## config.mk

```make
export PLATFORM = sky130hd
export DESIGN_NAME = modbus_slave_address_map
export DESIGN_NICKNAME = d
export VERILOG_FILES = /design/src/addr_map_pkg.sv /design/src/map_cfg_store.sv /design/src/modbus_slave_address_map.sv
export SDC_FILE = /design/constraint.sdc
export NUM_CORES = 1
export LEC_CHECK = 0
export BUFFER_PORTS_ARGS = -buffer_cell sky130_fd_sc_hd__buf_4
export CAP_MARGIN = 20
export CELL_PAD_IN_SITES_DETAIL_PLACEMENT = 1
export CELL_PAD_IN_SITES_GLOBAL_PLACEMENT = 1
export CORE_MARGIN = 8
export CORE_UTILIZATION = 45
export CTS_CLUSTER_SIZE = 24
export DETAILED_ROUTE_END_ITERATION = 7
export PLACE_DENSITY = 0.77
export SYNTH_ARGS = -nofsm -noshare
export SYNTH_HDL_FRONTEND = slang
export SYNTH_SLANG_ARGS = --single-unit
```

## constraint.sdc

```tcl
create_clock -name clk_sys_in -period 3.5 [get_ports clk_sys_in]
set_input_delay 0.525 -clock clk_sys_in [delete_from_list [all_inputs] [get_ports clk_sys_in]]
set_output_delay 0.525 -clock clk_sys_in [all_outputs]
set_load 0.1 [all_outputs]
```

## src/addr_map_pkg.sv

```systemverilog
package addr_map_pkg;

  // ------------------------------------------------------------
  // widths
  // ------------------------------------------------------------
  localparam int ADDR_W = 16;
  localparam int FILE_W = 8;
  localparam int ELEM_W = 12;

  // ------------------------------------------------------------
  // network
  // ------------------------------------------------------------
  localparam logic [7:0] STATION_MIN = 8'h01;
  localparam logic [7:0] STATION_MAX = 8'hff;

  // ------------------------------------------------------------
  // request address ranges, one-based as seen by the master
  // ------------------------------------------------------------
  localparam logic [ADDR_W-1:0] COIL_LO    = 16'd1;
  localparam logic [ADDR_W-1:0] COIL_HI    = 16'd4096;
  localparam logic [ADDR_W-1:0] CONT_LO    = 16'd10001;
  localparam logic [ADDR_W-1:0] CONT_HI    = 16'd14096;
  localparam logic [ADDR_W-1:0] INREG_LO   = 16'd30001;
  localparam logic [ADDR_W-1:0] INREG_HI   = 16'd30256;
  localparam logic [ADDR_W-1:0] COMM_LO    = 16'd30501;
  localparam logic [ADDR_W-1:0] COMM_HI    = 16'd30532;
  localparam logic [ADDR_W-1:0] SYSRO_LO   = 16'd31501;
  localparam logic [ADDR_W-1:0] SYSRO_HI   = 16'd31566;
  localparam logic [ADDR_W-1:0] HOLD_LO    = 16'd40001;
  localparam logic [ADDR_W-1:0] HOLD_HI    = 16'd40256;
  localparam logic [ADDR_W-1:0] SYSRW_LO   = 16'd41501;
  localparam logic [ADDR_W-1:0] SYSRW_HI   = 16'd41566;

  // ------------------------------------------------------------
  // element base in the target file, and file numbers
  // ------------------------------------------------------------
  localparam logic [ELEM_W-1:0] SYSRO_BASE = 12'd32;
  localparam logic [FILE_W-1:0] STATUS_FILE = 8'h02;
  localparam logic [FILE_W-1:0] USER_FILE_MIN = 8'h03;

  // ------------------------------------------------------------
  // space codes, one-hot
  // ------------------------------------------------------------
  typedef enum logic [7:0] {
    SP_NONE  = 8'b0000_0001,
    SP_COIL  = 8'b0000_0010,
    SP_CONT  = 8'b0000_0100,
    SP_INREG = 8'b0000_1000,
    SP_COMM  = 8'b0001_0000,
    SP_SYSRO = 8'b0010_0000,
    SP_HOLD  = 8'b0100_0000,
    SP_SYSRW = 8'b1000_0000
  } space_t;

  // ------------------------------------------------------------
  // error codes
  // ------------------------------------------------------------
  localparam logic [1:0] ERR_NONE     = 2'h0;
  localparam logic [1:0] ERR_ADDR     = 2'h2;
  localparam logic [1:0] ERR_READONLY = 2'h3;

  // ------------------------------------------------------------
  // state machine
  // ------------------------------------------------------------
  typedef enum logic [2:0] {
    ST_IDLE = 3'b001,
    ST_DONE = 3'b010,
    ST_WAIT = 3'b100
  } state_t;

endpackage : addr_map_pkg

```

## src/map_cfg_store.sv

```systemverilog
`timescale 1ns/1ps
// holds the four user placements; read data registered
module map_cfg_store
  import addr_map_pkg::*;
(
  // clock and reset
  input  wire logic              clk_sys_in,
  input  wire logic              rstn_in,
  input  wire logic              ce_in,
  // write port
  input  wire logic              wr_en_in,
  input  wire logic [1:0]        wr_idx_in,
  input  wire logic [FILE_W-1:0] wr_file_in,
  // read port
  input  wire logic [1:0]        rd_idx_in,
  output logic      [FILE_W-1:0] rd_file_out,
  output logic                   rd_valid_out
);

  logic [FILE_W-1:0] mem [4];
  logic [3:0]        set;

  always_ff @(posedge clk_sys_in or negedge rstn_in)
  begin
    if (!rstn_in)
    begin
      for (int i = 0; i < 4; i++)
        mem[i] <= '0;
      set          <= '0;
      rd_file_out  <= '0;
      rd_valid_out <= 1'b0;
    end
    else if (ce_in)
    begin
      if (wr_en_in)
      begin
        mem[wr_idx_in] <= wr_file_in;
        set[wr_idx_in] <= 1'b1;
      end
      rd_file_out  <= mem[rd_idx_in];
      rd_valid_out <= set[rd_idx_in];
    end
  end

endmodule : map_cfg_store

```

## src/modbus_slave_address_map.sv

```systemverilog
`timescale 1ns/1ps
module modbus_slave_address_map
  import addr_map_pkg::*;
(
  // clock and reset
  input  wire logic              clk_sys_in,
  input  wire logic              rstn_in,
  input  wire logic              ce_in,
  // placement configuration
  input  wire logic [7:0]        station_in,
  input  wire logic              cfg_wr_in,
  input  wire logic [1:0]        cfg_space_in,
  input  wire logic [FILE_W-1:0] cfg_file_in,
  // request from frame decoder
  input  wire logic              req_valid_in,
  input  wire logic [7:0]        req_station_in,
  input  wire logic              req_write_in,
  input  wire logic [ADDR_W-1:0] req_addr_in,
  output logic                   req_ready_out,
  // answer
  output logic                   rsp_valid_out,
  input  wire logic              rsp_ready_in,
  output logic                   rsp_ok_out,
  output logic [1:0]             rsp_err_out,
  output logic [FILE_W-1:0]      rsp_file_out,
  output logic [ELEM_W-1:0]      rsp_elem_out,
  output logic                   rsp_bit_out,
  output logic                   rsp_write_out
);

  // ------------------------------------------------------------
  // helpers
  // ------------------------------------------------------------
  function automatic logic in_rng(input logic [ADDR_W-1:0] a,
                                  input logic [ADDR_W-1:0] lo,
                                  input logic [ADDR_W-1:0] hi);
    return (a >= lo) && (a <= hi);
  endfunction : in_rng

  function automatic logic [ELEM_W-1:0] offs(input logic [ADDR_W-1:0] a,
                                             input logic [ADDR_W-1:0] lo);
    logic [ADDR_W-1:0] d;
    d = a - lo;
    return d[ELEM_W-1:0];
  endfunction : offs

  // placement slot of an address: coil, contact, input, else holding
  function automatic logic [1:0] place_idx(input logic [ADDR_W-1:0] a);
    if (in_rng(a, COIL_LO, COIL_HI))
      return 2'd0;
    else if (in_rng(a, CONT_LO, CONT_HI))
      return 2'd1;
    else if (in_rng(a, INREG_LO, INREG_HI))
      return 2'd2;
    else
      return 2'd3;
  endfunction : place_idx

  // ------------------------------------------------------------
  // request latch
  // ------------------------------------------------------------
  state_t            state;
  state_t            next_state;
  logic              wr_q;
  logic [ADDR_W-1:0] addr_q;

  // requests for other stations are never answered, not even with an error
  wire logic for_us = req_valid_in && (req_station_in == station_in)
                      && (station_in >= STATION_MIN)
                      && (station_in <= STATION_MAX);
  assign req_ready_out = (state == ST_IDLE);
  wire logic take = ce_in && req_ready_out && for_us;

  // ------------------------------------------------------------
  // range decode
  // ------------------------------------------------------------
  wire logic h_coil  = in_rng(addr_q, COIL_LO,  COIL_HI);
  wire logic h_cont  = in_rng(addr_q, CONT_LO,  CONT_HI);
  wire logic h_inreg = in_rng(addr_q, INREG_LO, INREG_HI);
  wire logic h_comm  = in_rng(addr_q, COMM_LO,  COMM_HI);
  wire logic h_sysro = in_rng(addr_q, SYSRO_LO, SYSRO_HI);
  wire logic h_hold  = in_rng(addr_q, HOLD_LO,  HOLD_HI);
  wire logic h_sysrw = in_rng(addr_q, SYSRW_LO, SYSRW_HI);

  space_t sp;
  assign sp = h_coil  ? SP_COIL  :
              h_cont  ? SP_CONT  :
              h_inreg ? SP_INREG :
              h_comm  ? SP_COMM  :
              h_sysro ? SP_SYSRO :
              h_hold  ? SP_HOLD  :
              h_sysrw ? SP_SYSRW : SP_NONE;

  wire logic user_sp = (sp == SP_COIL) || (sp == SP_CONT) ||
                       (sp == SP_INREG) || (sp == SP_HOLD);
  wire logic ro_sp   = (sp == SP_CONT) || (sp == SP_INREG) ||
                       (sp == SP_SYSRO);

  // the store read is registered, so it is addressed from the incoming
  // request; the answer edge then sees this request's placement
  wire logic [1:0] cfg_idx = place_idx(req_addr_in);

  // ------------------------------------------------------------
  // placement store
  // ------------------------------------------------------------
  // placements naming file 0-2 are ignored: those are not user data files
  wire logic cfg_ok = cfg_wr_in && (cfg_file_in >= USER_FILE_MIN);
  logic [FILE_W-1:0] user_file;
  logic              user_set;

  map_cfg_store u_store (
    .clk_sys_in   (clk_sys_in),
    .rstn_in      (rstn_in),
    .ce_in        (ce_in),
    .wr_en_in     (cfg_ok),
    .wr_idx_in    (cfg_space_in),
    .wr_file_in   (cfg_file_in),
    .rd_idx_in    (cfg_idx),
    .rd_file_out  (user_file),
    .rd_valid_out (user_set)
  );

  // ------------------------------------------------------------
  // answer composition
  // ------------------------------------------------------------
  wire logic [ELEM_W-1:0] elem =
    (sp == SP_COIL)  ? offs(addr_q, COIL_LO)  :
    (sp == SP_CONT)  ? offs(addr_q, CONT_LO)  :
    (sp == SP_INREG) ? offs(addr_q, INREG_LO) :
    (sp == SP_COMM)  ? offs(addr_q, COMM_LO)  :
    (sp == SP_SYSRO) ? offs(addr_q, SYSRO_LO) :
    (sp == SP_HOLD)  ? offs(addr_q, HOLD_LO)  :
    (sp == SP_SYSRW) ? offs(addr_q, SYSRW_LO) : '0;

  // the read-only status window runs over words 0-65 address for address,
  // but only the words from SYSRO_BASE upward may be reached through it
  wire logic sysro_low = (sp == SP_SYSRO) && (elem < SYSRO_BASE);

  wire logic [FILE_W-1:0] file =
    user_sp ? user_file : STATUS_FILE;

  wire logic unplaced = user_sp && !user_set;
  wire logic bad_addr = (sp == SP_NONE) || sysro_low || unplaced;
  wire logic ro_write = wr_q && ro_sp;
  wire logic [1:0] err =
    bad_addr ? ERR_ADDR :
    ro_write ? ERR_READONLY : ERR_NONE;

  // a refused request never grants a write, so no data file changes
  wire logic bit_sp = (sp == SP_COIL) || (sp == SP_CONT);
  wire logic wr_ok  = wr_q && (err == ERR_NONE);

  // ------------------------------------------------------------
  // control
  // ------------------------------------------------------------
  // one request at a time: a new one is taken only back in idle
  always_comb
  begin
    next_state = state;
    case (state)
      ST_IDLE: if (take) next_state = ST_WAIT;
      ST_WAIT: next_state = ST_DONE;
      ST_DONE: if (rsp_ready_in) next_state = ST_IDLE;
      default: next_state = ST_IDLE;
    endcase
  end

  // the answer stands until the master accepts it; ce low stretches it
  assign rsp_valid_out = (state == ST_DONE);

  always_ff @(posedge clk_sys_in or negedge rstn_in)
  begin
    if (!rstn_in)
    begin
      state  <= ST_IDLE;
      wr_q   <= 1'b0;
      addr_q <= '0;
    end
    else if (ce_in)
    begin
      state <= next_state;
      if (take)
      begin
        wr_q   <= req_write_in;
        addr_q <= req_addr_in;
      end
    end
  end

  always_ff @(posedge clk_sys_in or negedge rstn_in)
  begin
    if (!rstn_in)
    begin
      rsp_ok_out    <= 1'b0;
      rsp_err_out   <= ERR_NONE;
      rsp_file_out  <= '0;
      rsp_elem_out  <= '0;
      rsp_bit_out   <= 1'b0;
      rsp_write_out <= 1'b0;
    end
    else if (ce_in && state == ST_WAIT)
    begin
      rsp_ok_out    <= (err == ERR_NONE);
      rsp_err_out   <= err;
      rsp_file_out  <= file;
      rsp_elem_out  <= elem;
      rsp_bit_out   <= bit_sp;
      rsp_write_out <= wr_ok;
    end
  end

endmodule : modbus_slave_address_map

```

==> impl_metrics.csv <==
group,metric,value,unit
floorplan,die_h,130,um
pwr,vdd_drop_max,0.307,mV
clocking,cts-root-buf,"clkbuf_16",
logic_synthesis,postSynth.asyncResetShare,1.00,
clocking,cts_buffers,9,
logic_synthesis,synth.distinct_cells,84,
final_layout,drive_gt1_frac,0.306,
final_layout,nNetsFinal,759,
pwr,power.switching,1.14,mW
pwr,power.internal,2.04,mW
worst_setup_path,cp_slowest_stage_delay,480,ps
logic_synthesis,avgSynthCellArea,9.42,sq um
grt,grt_overflow_total,0,
worst_setup_path,cp.arrival,3570,ps
drt,postRouteAntennaNets,0,
logic_synthesis,synth-seq-area-share,0.382,
timing,finalHoldViolations,0,
logic_synthesis,yosys.area.top_type_share,0.378,
clocking,clkSinkCount,90,
worst_setup_path,slowest_stage,"or3b_2",
worst_setup_path,criticalPathCategory,"register to register",
logic_synthesis,synth_area_leaders,"dfrtp_1 (38%), mux2_2 (11%), a21oi_1 (4.0%), mux2i_1 (3.7%), nand2_1 (3.5%)",
logic_synthesis,synth-main-ff-cell,"dfrtp_1",
worst_setup_path,cp_data_required_time,3800,ps
floorplan,die_w,130,um
placed_design,dpl.hpwl,15.6,mm
timing,slew-limit-headroom,0.340,
floorplan,dieArea,17000,sq um
logic_synthesis,synth_warnings,0,
logic_synthesis,synth-seq-cells,90,
drt,drt_iter0_drc,370,
pwr,netSwitchingFraction,0.359,
timing,period_needed,3270,ps
floorplan,io_pins,76,
final_layout,fill_cells,1538,
logic_synthesis,synth_edf_count,0,
flow_run,maxCapViolations,0,
clocking,clk_pin_slew,70,ps
final_layout,utilization,0.542,
worst_setup_path,crit_chain,"inv_1 > ha_1 > or3b_2 > or4_1 > a211o_1 > a22oi_4 > buf_4 > a221oi_2 > nor4_4 > o22a_1",
placed_design,numPortBuffers,75,
run_status,status,"complete, no violations",
drt,vias,5519,
worst_setup_path,crit_fanout,7,
logic_synthesis,synth_top_area_cell,"dfrtp_1",
timing,slew_viol_final,0,
timing,tns,0,ps
floorplan,core_area,13000,sq um
timing,setup_viol,0,
timing,grt_setup_unrepaired,"no",
logic_synthesis,ys_top_cells_by_count,"dfrtp_1 (89), mux2_2 (58), nand2_1 (55), nor2_1 (54), a21oi_1 (47)",
grt,grt_pass1_vias,6095,
worst_setup_path,end_kind,"register",
final_layout,n_antenna_cell,0,
clocking,cts_tree,"built",
pwr,clkPwrFrac,0.298,
logic_synthesis,synth.net_count,677,
drt,avgRoutedWirePerCell,23.5,um
hold_path,min_path_type,"input pin to async pin",
floorplan,start_util,0.452,
clocking,cts.path.max_buffers,2,
clocking,clk_latency,360,ps
placed_design,globalplace.congestion,0.977,
logic_synthesis,synthCells,626,
pwr,p_per_area,451,nW/um^2
final_layout,final_area,7060,sq um
logic_synthesis,syn_area,5900,sq um
grt,grt_pass1_wl,33.6,mm
placed_design,placed_area,6770,sq um
timing,maxClockFrequency,306,MHz
floorplan,row_count,42,
pwr,power.share.sequential,0.403,
grt,grt_use_total,0.257,
timing,period_share,0.935,
clocking,htreeDepth,3,
final_layout,syn2layout_area_growth,19.8,%
drt,drc,0,
drt,vias_per_cell,6.21,
final_layout,multi_input_area,3420,sq um
grt,grt_max_degree,75,
worst_setup_path,cp-start-kind,"register",
timing,fin_worst_skew,13.8,ps
pwr,finalPower,3.18,mW
clocking,holdBufCountCts,0,
drt,routed_wl,20.9,mm
grt,antenna_found_initial,0,
drt,dr.pass1.iters,4,
timing,worst_pin_slew,991,ps
final_layout,regArea,2250,sq um
logic_synthesis,yosysMostFrequentCell,"dfrtp_1",
pwr,combPwrFrac,0.298,
pwr,leakagePower,3.00,nW
per-stage QoR:
stage,worst slack [ps],hold slack [ps],cells
CTS,164,363,889
finish,227,297,889
detailed placement,210,455,873
global placement,378,451,873
floorplan,262,229,626
global route,103,373,889
power by group through the flow:
stage | Sequential [mW] | Combinational, mW | Clock (mW)
after global placement | 1.28 | 0.906 | 0
after CTS | 1.28 | 0.949 | 0.962
final | 1.28 | 0.950 | 0.950
after global routing | 1.30 | 1.03 | 0.998
after floorplan | 1.38 | 0.536 | 0
after detailed placement | 1.30 | 0.937 | 0
kinds of logic (layout without fill, tap and decap cells):
family,after synthesis,after routing,synth area share
flip-flops,90,90,0.382
AO/OA/AOI/OAI,162,162,0.190
multiplexers,81,81,0.150
AND/OR/NAND/NOR,216,216,0.199
adder cells (fa/ha/maj),2,2,0.00424
XOR/XNOR,22,22,0.0327
buffers and inverters,53,140,0.0414
cell usage in the layout (no fill, tap or decap), types with 6 or more instances in the layout:
cell type,synthesis,final
a221oi_1,8,8
or2_2,6,6
nor4_1,12,11
nor3_1,12,12
nor2_1,54,54
inv_1,10,10
clkbuf_16,0,9
nand3_1,11,11
o21ai_0,25,25
buf_4,3,112
mux2_2,58,58
xnor2_1,19,19
o21ai_1,15,15
a31oi_1,6,6
nor2b_1,6,6
a21oi_1,47,47
nand4_1,9,9
nand2b_1,10,10
mux2i_1,22,22
or4_1,7,7
dfrtp_1,89,89
nand2_1,55,55
layout make-up:
cell class,count,share of cell area
Sequential cell,90,0.319
Clock inverter,6,0.00673
Timing Repair Buffer,112,0.119
Tap cell,176,0.0312
Inverter,12,0.00638
Clock buffer,10,0.0324
Multi-Input combinational cell,483,0.485
state kept, by name (all words and copies together) (netlist names):
signal,count
rsp_err_out,2
u_store.set,4
wr_q,1
state,3
rsp_bit_out,1
u_store.rd_file_out,8
rsp_ok_out,1
u_store.rd_valid_out,1
rsp_write_out,1
u_store.mem,32
addr_q,16
rsp_file_out,8
rsp_elem_out,12
worst max-delay path: cells and delay by family (launching register included):
kind                       cells  cell delay (ps)
adders and majority gates      1              200
DFF                            1              420
AOI/OAI and AO/OA              4              930
and+or+nand+nor                3             1300
buffers and inverters          2              360
worst paths after layout:
kind / start / end / slack (ps) / depth (start not counted)
max: addr_q[1] / rsp_err_out[1] / 230 / 10
min: rstn_in / rsp_elem_out[8] / 300 / 1
max reg2reg: addr_q[1] / rsp_err_out[1] / 230 / 10
min reg2reg: u_store.set[0] / u_store.set[0] / 470 / 1
max in group asynchronous: rstn_in / state[0] / 2350 / 2
min in group clk_sys_in: req_write_in / wr_q / 400 / 2
layer usage:
layer	global-route usage	vias up	wire length, um	share of wire
met1	0.302	2795	8560	0.41
li1	-	2485	-	-
met2	0.449	181	10600	0.51
met5	0	-	0	0
met4	0.120	0	853	0.041
met3	0.0455	58	876	0.042
timing repair:
item	in CTS	in global routing
resized for setup	0	2
hold endpoints to repair	0	0
buffers inserted	0	0
setup endpoints to repair	0	4
Power figures use the tool's default switching activity.
